## src/common/timer_irq_pkg.sv

```systemverilog
// package: register map, field layout and carrier types of the timer interrupt mask and flag unit
//
// Overview of operation
// - capture request: mask bit 5, global, flag
// - compare C request: mask bit 3, global, flag
// - compare B request: mask bit 2, global, flag
// - compare A request: mask bit 1, global, flag
// - overflow request: mask bit 0, global, flag
// - capture pin event sets capture flag bit 5
// - capture register as top: top sets capture flag
// - capture flag cleared by vector or one
// - compare C flag set tick after match
// - compare B flag set tick after match
// - compare A flag set tick after match
// - forced compare never sets a match flag
// - match flags cleared by vector or one
// - overflow flag set per waveform mode
// - overflow flag cleared by vector or one
package timer_irq_pkg;

   localparam int N_TIMERS = 4;
   localparam int N_SRC    = 5;

   // source index inside the compact five-bit vectors
   localparam int SRC_OVF   = 0;
   localparam int SRC_CMP_A = 1;
   localparam int SRC_CMP_B = 2;
   localparam int SRC_CMP_C = 3;
   localparam int SRC_CAP   = 4;

   // bit positions inside the 8-bit mask and flag registers
   localparam int BIT_OVF     = 0;
   localparam int BIT_CMP_A   = 1;
   localparam int BIT_CMP_B   = 2;
   localparam int BIT_CMP_C   = 3;
   localparam int BIT_CAPTURE = 5;

   localparam logic [7:0] FLAG_OFS [N_TIMERS] = '{8'h36, 8'h38, 8'h39, 8'h3a};
   localparam logic [7:0] MASK_OFS [N_TIMERS] = '{8'h6f, 8'h71, 8'h72, 8'h73};
   localparam logic [7:0] OVR_STATUS_OFS      = 8'h7a;
   localparam logic [7:0] OVR_MASK_OFS        = 8'h7b;

   localparam logic [7:0] FLAG_RESET    = 8'h00;
   localparam logic [7:0] MASK_RESET    = 8'h00;
   localparam logic [7:0] RESERVED_BITS = 8'hd0;

   // waveform modes, one bit per waveform_gen_sel code
   localparam logic [15:0] OVF_MAX_MODES    = 16'h0011;
   localparam logic [15:0] OVF_TOP_MODES    = 16'hffee;
   localparam logic [15:0] OVF_BOTTOM_MODES = 16'h0000;
   localparam logic [15:0] ICR_TOP_MODES    = 16'h5500;

   typedef struct packed {
      logic       tick;             // one timer clock cycle
      logic       capture_pin;      // capture edge seen on capture_pin
      logic       at_top;           // counter_value equals top this tick
      logic       at_bottom;        // counter_value equals bottom this tick
      logic       overflow;         // counter_value wraps past max this tick
      logic [2:0] match;            // counter_value equals compare_reg_c/b/a
      logic [2:0] force_cmp;        // force_cmp_c/b/a strobes
      logic [3:0] waveform_gen_sel; // waveform generation setting
   } timer_evt_t;

   typedef struct packed {
      logic [7:0] addr;
      logic [7:0] wdata;
      logic       wr;
      logic       rd;
   } bus_req_t;

   typedef struct packed {
      logic [N_SRC-1:0] mask;
      logic [N_SRC-1:0] flag;
      logic [2:0]       cmp_seen;
      logic [N_SRC-1:0] req;
   } unit_state_t;

   typedef struct packed {
      unit_state_t [N_TIMERS-1:0] tmr;
      logic [7:0]                 rd_data;
   } top_state_t;

   function automatic logic [7:0] to_reg(input logic [N_SRC-1:0] s);
      return {2'b00, s[SRC_CAP], 1'b0, s[SRC_CMP_C:SRC_OVF]};
   endfunction

   function automatic logic [N_SRC-1:0] from_reg(input logic [7:0] r);
      return {r[BIT_CAPTURE], r[BIT_CMP_C:BIT_OVF]};
   endfunction

   function automatic logic reg_hit(input logic [7:0] addr, input logic [7:0] ofs, input logic strobe);
      return strobe && (addr == ofs);
   endfunction

endpackage

```

## src/core/timer_irq_mask_flag_unit.sv

```systemverilog
// interrupt mask and flag registers with request gating for four 16-bit timer units
`timescale 1ns/100ps
module timer_irq_mask_flag_unit
   import timer_irq_pkg::*;
#(
   parameter logic [15:0] P_OVF_MAX_MODES    = timer_irq_pkg::OVF_MAX_MODES,
   parameter logic [15:0] P_OVF_TOP_MODES    = timer_irq_pkg::OVF_TOP_MODES,
   parameter logic [15:0] P_OVF_BOTTOM_MODES = timer_irq_pkg::OVF_BOTTOM_MODES,
   parameter logic [15:0] P_ICR_TOP_MODES    = timer_irq_pkg::ICR_TOP_MODES
) (
   input  wire logic                                          ref_clk_in,     // system clock, 10 MHz
   input  wire logic                                          reset_in,       // async reset, active high
   input  wire timer_irq_pkg::bus_req_t                       bus_in,         // register port request
   output logic [7:0]                                         rd_data_out,    // read data, cycle after read
   input  wire logic                                          glob_irq_en_in, // global interrupt enable
   input  wire timer_irq_pkg::timer_evt_t [timer_irq_pkg::N_TIMERS-1:0] evt_in, // timer event strobes
   input  wire logic [timer_irq_pkg::N_TIMERS-1:0][timer_irq_pkg::N_SRC-1:0] vec_ack_in, // vector executed
   output logic [timer_irq_pkg::N_TIMERS-1:0][timer_irq_pkg::N_SRC-1:0] irq_req_out, // interrupt requests
   output logic                                               irq_out         // lost-event interrupt
);
   import timer_irq_pkg::*;

   top_state_t st;
   top_state_t next_st;

   logic [N_TIMERS-1:0][N_SRC-1:0] set_vec;
   logic [N_TIMERS-1:0][N_SRC-1:0] clr_vec;
   logic [N_TIMERS-1:0][N_SRC-1:0] flag_wr_ones;
   logic [N_TIMERS-1:0]            lost_evt;
   logic [N_TIMERS-1:0]            ovr_status;
   logic [N_TIMERS-1:0]            ovr_mask;
   logic                           ovr_irq;
   logic                           ovr_status_wr;
   logic                           ovr_mask_wr;

   // event decode: what each timer wants to set this cycle
   always_comb begin
      for (int t = 0; t < N_TIMERS; t++) begin
         set_vec[t][SRC_CAP] = evt_in[t].capture_pin
            || (evt_in[t].tick && evt_in[t].at_top
                && P_ICR_TOP_MODES[evt_in[t].waveform_gen_sel]);
         // match seen in one timer clock sets the flag in the next; force strobes are not looked at
         set_vec[t][SRC_CMP_C] = evt_in[t].tick && st.tmr[t].cmp_seen[2];
         set_vec[t][SRC_CMP_B] = evt_in[t].tick && st.tmr[t].cmp_seen[1];
         set_vec[t][SRC_CMP_A] = evt_in[t].tick && st.tmr[t].cmp_seen[0];
         set_vec[t][SRC_OVF] = evt_in[t].tick
            && ((evt_in[t].overflow && P_OVF_MAX_MODES[evt_in[t].waveform_gen_sel])
             || (evt_in[t].at_top && P_OVF_TOP_MODES[evt_in[t].waveform_gen_sel])
             || (evt_in[t].at_bottom && P_OVF_BOTTOM_MODES[evt_in[t].waveform_gen_sel]));
         flag_wr_ones[t] = reg_hit(bus_in.addr, FLAG_OFS[t], bus_in.wr)
            ? from_reg(bus_in.wdata) : '0;
         clr_vec[t] = flag_wr_ones[t] | vec_ack_in[t];
         // an event that finds its flag already up is otherwise silently merged
         lost_evt[t] = |(set_vec[t] & st.tmr[t].flag);
      end
   end

   // next state of all timers and of the read port
   always_comb begin
      next_st = st;
      next_st.rd_data = 8'h00;
      for (int t = 0; t < N_TIMERS; t++) begin
         if (evt_in[t].tick) begin
            next_st.tmr[t].cmp_seen = {evt_in[t].match[2], evt_in[t].match[1], evt_in[t].match[0]};
         end
         // set wins over clear; zero bits written leave flags alone
         next_st.tmr[t].flag = (st.tmr[t].flag & ~clr_vec[t]) | set_vec[t];
         if (reg_hit(bus_in.addr, MASK_OFS[t], bus_in.wr)) begin
            next_st.tmr[t].mask = from_reg(bus_in.wdata);
         end
         // requests follow the registered mask and flag, so a request never races a write
         next_st.tmr[t].req[SRC_CAP]   = glob_irq_en_in && st.tmr[t].mask[SRC_CAP]
                                         && st.tmr[t].flag[SRC_CAP];
         next_st.tmr[t].req[SRC_CMP_C] = glob_irq_en_in && st.tmr[t].mask[SRC_CMP_C]
                                         && st.tmr[t].flag[SRC_CMP_C];
         next_st.tmr[t].req[SRC_CMP_B] = glob_irq_en_in && st.tmr[t].mask[SRC_CMP_B]
                                         && st.tmr[t].flag[SRC_CMP_B];
         next_st.tmr[t].req[SRC_CMP_A] = glob_irq_en_in && st.tmr[t].mask[SRC_CMP_A]
                                         && st.tmr[t].flag[SRC_CMP_A];
         next_st.tmr[t].req[SRC_OVF]   = glob_irq_en_in && st.tmr[t].mask[SRC_OVF]
                                         && st.tmr[t].flag[SRC_OVF];
         if (reg_hit(bus_in.addr, FLAG_OFS[t], bus_in.rd)) begin
            next_st.rd_data = to_reg(st.tmr[t].flag);
         end
         if (reg_hit(bus_in.addr, MASK_OFS[t], bus_in.rd)) begin
            next_st.rd_data = to_reg(st.tmr[t].mask);
         end
      end
      if (reg_hit(bus_in.addr, OVR_STATUS_OFS, bus_in.rd)) begin
         next_st.rd_data = {4'h0, ovr_status};
      end
      if (reg_hit(bus_in.addr, OVR_MASK_OFS, bus_in.rd)) begin
         next_st.rd_data = {4'h0, ovr_mask};
      end
   end

   always_ff @(posedge ref_clk_in or posedge reset_in) begin
      if (reset_in) begin
         for (int t = 0; t < N_TIMERS; t++) begin
            st.tmr[t].mask     <= from_reg(MASK_RESET);
            st.tmr[t].flag     <= from_reg(FLAG_RESET);
            st.tmr[t].cmp_seen <= 3'h0;
            st.tmr[t].req      <= '0;
         end
         st.rd_data <= 8'h00;
      end else begin
         st <= next_st;
      end
   end

   assign ovr_status_wr = reg_hit(bus_in.addr, OVR_STATUS_OFS, bus_in.wr);
   assign ovr_mask_wr   = reg_hit(bus_in.addr, OVR_MASK_OFS, bus_in.wr);

   irq_status_unit #(
      .W (N_TIMERS)
   ) u_lost_events (
      .ref_clk_in   (ref_clk_in),
      .reset_in     (reset_in),
      .set_in       (lost_evt),
      .status_wr_in (ovr_status_wr),
      .mask_wr_in   (ovr_mask_wr),
      .wdata_in     (bus_in.wdata[N_TIMERS-1:0]),
      .status_out   (ovr_status),
      .mask_out     (ovr_mask),
      .irq_out      (ovr_irq)
   );

   always_comb begin
      for (int t = 0; t < N_TIMERS; t++) begin
         irq_req_out[t] = st.tmr[t].req;
      end
   end
   assign rd_data_out = st.rd_data;
   assign irq_out     = ovr_irq;

   generate
      for (genvar t = 0; t < N_TIMERS; t++) begin : g_chk

      end
   endgenerate
endmodule

```

## src/core/irq_status_unit.sv

```systemverilog
// sticky event status with write-one-to-clear, mask and one level interrupt
`timescale 1ns/100ps
module irq_status_unit #(
   parameter int W = 4
) (
   input  wire logic         ref_clk_in,  // system clock
   input  wire logic         reset_in,    // async reset, active high
   input  wire logic [W-1:0] set_in,      // event pulses
   input  wire logic         status_wr_in, // write strobe for status
   input  wire logic         mask_wr_in,  // write strobe for mask
   input  wire logic [W-1:0] wdata_in,    // write data
   output logic      [W-1:0] status_out,  // sticky status
   output logic      [W-1:0] mask_out,    // mask
   output logic              irq_out      // level interrupt
);
   typedef struct packed {
      logic [W-1:0] status;
      logic [W-1:0] mask;
      logic         irq;
   } stat_state_t;

   stat_state_t st;
   stat_state_t next_st;

   always_comb begin
      next_st = st;
      // set wins over a clear in the same cycle so no event is lost
      next_st.status = (st.status & ~(status_wr_in ? wdata_in : '0)) | set_in;
      if (mask_wr_in) begin
         next_st.mask = wdata_in;
      end
      next_st.irq = |(next_st.status & next_st.mask);
   end

   always_ff @(posedge ref_clk_in or posedge reset_in) begin
      if (reset_in) begin
         st <= '0;
      end else begin
         st <= next_st;
      end
   end

   assign status_out = st.status;
   assign mask_out   = st.mask;
   assign irq_out    = st.irq;
endmodule

```

## config.mk

```make
export PLATFORM = sky130hd
export DESIGN_NAME = timer_irq_mask_flag_unit
export DESIGN_NICKNAME = d
export VERILOG_FILES = /design/src/common/timer_irq_pkg.sv /design/src/core/timer_irq_mask_flag_unit.sv /design/src/core/irq_status_unit.sv
export SDC_FILE = /design/constraint.sdc
export NUM_CORES = 1
export LEC_CHECK = 0
export ABC_AREA = 1
export BUFFER_PORTS_ARGS = -buffer_cell sky130_fd_sc_hd__buf_2
export CORE_ASPECT_RATIO = 0.9
export CORE_UTILIZATION = 47
export CTS_CLUSTER_DIAMETER = 150
export DETAILED_ROUTE_END_ITERATION = 7
export PLACE_DENSITY = 0.78
export SLEW_MARGIN = 10
export SYNTH_ARGS = -nofsm -noshare
export SYNTH_HDL_FRONTEND = slang
export SYNTH_SLANG_ARGS = --single-unit
```

## constraint.sdc

```tcl
create_clock -name ref_clk_in -period 2.9 [get_ports ref_clk_in]
set_clock_uncertainty 0.15 [all_clocks]
set_input_delay 0.435 -clock ref_clk_in [delete_from_list [all_inputs] [get_ports ref_clk_in]]
set_output_delay 0.435 -clock ref_clk_in [all_outputs]
set_load 0.005 [all_outputs]
```

==> metrics.cfg, run 1 <==
[status]
status=finished clean

[logic_synthesis]
ys.flop_type=dfrtp_1
seq_area_frac_synth=0.481
ys_types=34
yosys_warnings=0
synth_area_mm2=0.00447
ys_seq_elements=86
synth-async-reset-ratio=1.00
avgSynthCellArea_um2=8.19
synth_edf_count=0
netlist_instances=546

[cts]
cts_tree=yes
hold_buffers=0
clk_latency_ns=0.36
cts-htree-levels=3
cts-root-buf=clkbuf_8
cts.sinks=86
cts_buffers=9
cts_setup_buffers=0
path_clk_slew_ns=0.09
cts_resized=0
clock_path_buffers=2

[placement]
post-dp-hpwl_mm=8.35
io_buffers=103
gp_congestion=0.894

[floorplanning]
core_mm2=0.00917
die_w_um=105
initial_core_util=0.488
fp-row-count=33
io_pins=130
die_area_mm2=0.00991
die_height_um=94.5

[detailed_routing]
wl_per_cell_um=14.6
dr.pass1.iters=5
wirelength_mm=11.0
via_count=3902
drc=0
vias_per_cell=5.19
ant_nets=0
drt_iter0_markers=162

[timing]
slew_viol_final=0
slew-limit-headroom=0.495
fin_crit_ns=1.73
rsz0062_at_grt=no
worst_slew_pin_slew_ns=0.756
fmax_mhz=580
setup-violations-final=0
fin_setup_tns_ns=0
finalCritPeriodShare=0.595
hold_viol=0

[global_route]
grt_start_max_net_pins=49
grt_usage=0.236
grt_pass1_vias=3743
grt_pass1_wl_mm=18.0
grt.overflow.total=0
antenna_found_initial=0

[worst_setup_path]
arrival_ns=1.84
path_buf_inv=3
max_stage_delay_ns=0.53
critPathRequiredTime_ns=3.01
cp-end-kind=register
crit_path_cell_trace=buf_2 > inv_2 > nor4_2 > a21oi_1 > nand2_1 > inv_1
start_kind=input pin
cp_max_fo=18
crit_family=simple AND/OR/NAND/NOR gates
crit_path_top_delay_cell=nor4_2
criticalPathCategory=input pin to register

[power_and_ir_drop]
p_per_area_mw_per_mm2=503
p_leak_nw=2.64
ir_drop_mv=0.237

[layout]
n_antenna_cell=0
drive_gt1_frac=0.251
fin_util=0.561
nets=727
areaGrowthSynthToFinish_pct=15.0

[min_path]
hold_class=input pin to asynchronous set/reset pin

[flow_run]
maxCapViolCount=0

-- cells in the mapped netlist (4+ instances only) --
cell	count	area share
nand2_1	105	0.088
dfrtp_1	86	0.48
inv_1	68	0.057
nor2_1	66	0.055
o21ai_0	41	0.046
buf_4	28	0.047
nand4_1	25	0.035
nand3_1	24	0.027
nor3_1	20	0.022
a21oi_1	11	0.012
nor2_2	9	0.013
o32ai_1	9	0.018
o31ai_1	6	0.010
clkbuf_1	5	0.0042
nand2_2	5	0.0070
inv_2	4	0.0034
nand3_2	4	0.0090
nor2_4	4	0.010
o21ai_1	4	0.0045
-- per-layer routing --
metal	vias up	global-route usage	wire length, µm
li1	1916	-	-
met2	154	0.376	4940
met1	1812	0.319	5080
met4	0	0.0798	245
met3	20	0.0559	740
met5	-	0	0
-- power by group --
part           total (W)  switching (W)  internal, W
clock           0.000961       0.000428     0.000534
sequential       0.00132      0.0000457      0.00127
combinational   0.000306       0.000196     0.000110
total            0.00258       0.000670      0.00191
-- cells by family (layout without fill, tap and decap cells) --
kind of cell / after synthesis / after routing / share of synthesized area
other cells: 1 / 3 / 0.000839
compound gates: 75 / 75 / 0.0982
flops: 86 / 86 / 0.481
simple gates: 274 / 274 / 0.300
buf+inv: 110 / 192 / 0.119
-- state kept, by name, summed over array words and instances (netlist names) --
register                  cells
irq_req_out                  20
rd_data_out                   5
u_lost_events.status_out      4
u_lost_events.irq_out         1
st                           52
u_lost_events.mask_out        4
-- cells in the final DEF (no fill, tap or decap), drive strengths merged --
master and n:
dfrtp 86, nand3b 1, o21bai 1, clkbuf 11
nand2 113, nor3 20, a32o 1, a21o 1
a41o 1, nand4 26, clkinv 1, a21oi 11
o21ai 45, o31ai 6, buf 104, o32ai 9
nor2 81, conb 3, nor4 1, bufinv 2
inv 74, nand3 29, or2 3
-- path summary, 6_finish.rpt --
path / cells after the start / from / endpoint / slack [ns]
min in group ref_clk_in: 2 / vec_ack_in[5] / st[34]$_DFF_PP0_ / 0.10
max in group asynchronous: 3 / reset_in / st[38]$_DFF_PP0_ / 1.90
worst max register to register: 6 / st[19]$_DFF_PP0_ / u_lost_events.irq_out$_DFF_PP0_ / 1.32
worst min-delay path: 2 / reset_in / st[67]$_DFFE_PP0P_ / 0.003
worst max-delay path: 6 / bus_in[0] / rd_data_out[5]$_DFF_PP0_ / 1.17
worst min register to register: 2 / st[79]$_DFFE_PP0P_ / st[79]$_DFFE_PP0P_ / 0.35
-- metrics by stage --
stage / hold slack, ns / area, µm² / worst slack (ns) / cells / power [W]
CTS: 0.0305 / 5140 / 1.24 / 752 / 0.00260
floorplan: 0.303 / 4480 / 0.0932 / 548 / 0.00152
global route: 0.0419 / 5140 / 1.13 / 752 / 0.00270
detailed placement: 0.326 / 4910 / 0.902 / 737 / 0.00165
finish: 0.00285 / 5140 / 1.17 / 752 / 0.00258
global placement: 0.318 / 4910 / 0.949 / 737 / 0.00164
-- area by class of cell --
cell class | count | area, µm²
Fill cell | 885 | 4020
Clock buffer | 11 | 151
Inverter | 73 | 280
Sequential cell | 86 | 2150
Tap cell | 122 | 153
Multi-Input combinational cell | 352 | 1790
Timing Repair Buffer | 104 | 536
Clock inverter | 4 | 77.6
(Power assumes the default switching activity.)
==> run 2: changes to the inputs <==
Clock period 2.9 ns to 1.43 ns, I/O delays scaled along.
==> run 2 against run 1 <==
Net effect: global-route usage up 2.9 points; worst setup slack worse by 1.2 ns; utilization up 9.2 points; register-to-register slack worse by 1.3 ns; largest power group unchanged; routed wire length up 10%; cell area up 16%; first-iteration DRC count up 29%; sequential power up 100%; critical endpoint is now u_lost_events.irq_out$_DFF_PP0_; clock power up 120%.
==> metrics.cfg, run 2 (synthesis gave the netlist of run 1 again) <==
[layout]
fill_cells=792  ; was 885
nets=819  ; was 727
layout_commonest_cell=nand2_1  ; unchanged
largest_reg_flops=52  ; unchanged
stdcell_area_mm2=0.00599  ; was 0.00514 mm²
n_antenna_cell=0  ; unchanged
final_cell_mix=nand2_1 (105), buf_2 (103), dfrtp_1 (86), inv_1 (63), nor2_1 (63)  ; was nand2_1 (105), buf_2 (103), dfrtp_1 (86), inv_1 (67), nor2_1 (66)
regMostFlops=st  ; unchanged
fin_util=0.653  ; was 0.561
areaGrowthSynthToFinish_pct=33.9  ; was 15.0%
drive_gt1_frac=0.304  ; was 0.251

[power_and_ir_drop]
p_sw_frac=0.258  ; was 0.259
internal_power_w=0.00415  ; was 0.00191 W
ir_drop_mv=0.608  ; was 0.237 mV
p_clk_frac=0.371  ; was 0.372
share_seq_of_total_power=0.476  ; was 0.509
p_per_area_mw_per_mm2=935  ; was 503 mW/mm²
power.switching_w=0.00145  ; was 0.000670 W
p_leak_nw=3.06  ; was 2.64 nW
total_power_w=0.00560  ; was 0.00258 W
pwr-share-comb=0.153  ; was 0.118

[timing]
slew_viol_final=0  ; unchanged
fin_crit_ns=1.43
hold_viol=0  ; unchanged
hold_slack_ns=0.0164  ; was 0.00285 ns
fmax_mhz=700
rsz0062_at_grt=yes  ; was no
setup-violations-final=0  ; unchanged
finalCritPeriodShare=0.999

[worst_setup_path]
cp_common_cell=nand4_1
cp-end-kind=register  ; unchanged
cp_max_fo=2  ; was 18
crit_path_top_delay_cell=dfrtp_1  ; was nor4_2
max_stage_delay_ns=0.39  ; was 0.53 ns
criticalPathCategory=register to register  ; was input pin to register
crit_family=simple AND/OR/NAND/NOR gates  ; unchanged
arrival_ns=1.50  ; was 1.84 ns
critPathRequiredTime_ns=1.50  ; was 3.01 ns
crit_path_cell_trace=inv_1 > nor3_1 > nor3_2 > nand4_1 > nand2_1 > nand4_1  ; was buf_2 > inv_2 > nor4_2 > a21oi_1 > nand2_1 > inv_1
path_buf_inv=1  ; was 3
start_kind=register  ; was input pin

[detailed_routing]
drt_iter0_markers=209  ; was 162
ant_nets=0  ; unchanged
wl_per_cell_um=14.4  ; was 14.6 µm
wirelength_mm=12.2  ; was 11.0 mm
vias_per_cell=5.02  ; was 5.19
dr.pass1.iters=6  ; was 5
drc=0  ; unchanged
via_count=4240  ; was 3902

[cts]
clk_latency_ns=0.36  ; about the same
cts-htree-levels=3  ; unchanged
cts.sinks=86  ; unchanged
clock_path_buffers=2  ; unchanged
cts_buffers=9  ; unchanged
path_clk_slew_ns=0.09  ; about the same
cts_tree=yes  ; unchanged
cts-root-buf=clkbuf_8  ; unchanged

[floorplanning]
fp-row-count=33  ; unchanged
core_mm2=0.00917  ; unchanged
die_w_um=105  ; unchanged
die_height_um=94.5  ; unchanged
initial_core_util=0.488  ; unchanged
die_area_mm2=0.00991  ; unchanged
io_pins=130  ; unchanged

[global_route]
antenna_found_initial=0  ; unchanged
grt_pass1_vias=4320  ; was 3743
grt.overflow.total=0  ; unchanged
grt_pass1_wl_mm=20.2  ; was 18.0 mm
grt_start_max_net_pins=87  ; was 49
grt_usage=0.265  ; was 0.236

[placement]
io_buffers=103  ; unchanged
gp_congestion=0.953  ; was 0.894
dpl_cell_area_mm2=0.00531  ; was 0.00491 mm²
post-dp-hpwl_mm=8.96  ; was 8.35 mm

[min_path]
hold_class=input pin to register  ; was input pin to asynchronous set/reset pin

[flow_run]
maxCapViolCount=0  ; unchanged

[status]
status=finished clean  ; unchanged

-- run 2: changes by cell type in the layout (fill, tap and decap cells not counted), sizes merged --
| cell | before | now |
|---|---|---|
| bufinv | 2 | 3 |
| clkinv | 1 | 0 |
| inv | 74 | 72 |
| dlygate4sd3 | 0 | 39 |
| clkinvlp | 0 | 3 |
| buf | 104 | 157 |
-- run 2: final timing paths --
kind,start,end,slack [ns],cells after the start
worst max register to register,st[17]$_DFF_PP0_,u_lost_events.irq_out$_DFF_PP0_,0.0009,6
worst max-delay path,st[17]$_DFF_PP0_,u_lost_events.irq_out$_DFF_PP0_,0.0009,6
worst min-delay path,evt_in[28],st[38]$_DFF_PP0_,0.02,3
min in group asynchronous,reset_in,st[34]$_DFF_PP0_,0.36,4
max in group asynchronous,reset_in,st[53]$_DFF_PP0_,0.40,4
worst min register to register,st[79]$_DFFE_PP0P_,st[79]$_DFFE_PP0P_,0.34,2
-- run 2: what timing repair did --
action	in CTS	in global routing
gates resized for setup	4	7
endpoints found under the hold margin	122	0
buffers inserted	0	2
hold buffers	39	0
endpoints found under the setup margin	2	8
pin swaps	1	3
-- run 2: worst reg2reg max path: stages, from the launching register on --
cell and delay, ns:
dfrtp_1 0.39, inv_1 0.08, nor3_1 0.06, nor3_2 0.22, nand4_1 0.18, nand2_1 0.10, nand4_1 0.11
-- run 2: cell type report --
cell class | count | area (µm²) | area share
Clock inverter | 5 | 106 | 0.0178
Sequential cell | 86 | 2150 | 0.360
Inverter | 73 | 287 | 0.0479
Tap cell | 122 | 153 | 0.0255
Clock buffer | 11 | 131 | 0.0219
Multi-Input combinational cell | 352 | 1820 | 0.304
Timing Repair Buffer | 196 | 1340 | 0.223
-- run 2: through the flow --
step	setup TNS [ns]	setup slack (ns)	cells
2_1_floorplan	0	0.0717	548
3_3_place_gp	-3.24	-0.193	788
3_5_place_dp	-4.14	-0.226	788
4_1_cts	0	0.00494	843
5_1_grt	-0.122	-0.0691	845
6_report	0	0.000946	845
-- run 2: per-layer routing --
layer | part of all wire | wire length, µm | GRT usage
met1 | 0.44 | 5370 | 0.336
met2 | 0.47 | 5710 | 0.446
met3 | 0.066 | 804 | 0.0594
met4 | 0.023 | 278 | 0.104
met5 | 0 | 0 | 0
-- run 2: power by group through the flow --
stage / clock network, W / registers, W / logic, W
finish: 0.00208 / 0.00266 / 0.000859
global route: 0.00220 / 0.00268 / 0.000954
CTS: 0.00211 / 0.00266 / 0.000847
detailed placement: 0 / 0.00271 / 0.000758
global placement: 0 / 0.00271 / 0.000739
floorplan: 0 / 0.00269 / 0.000402
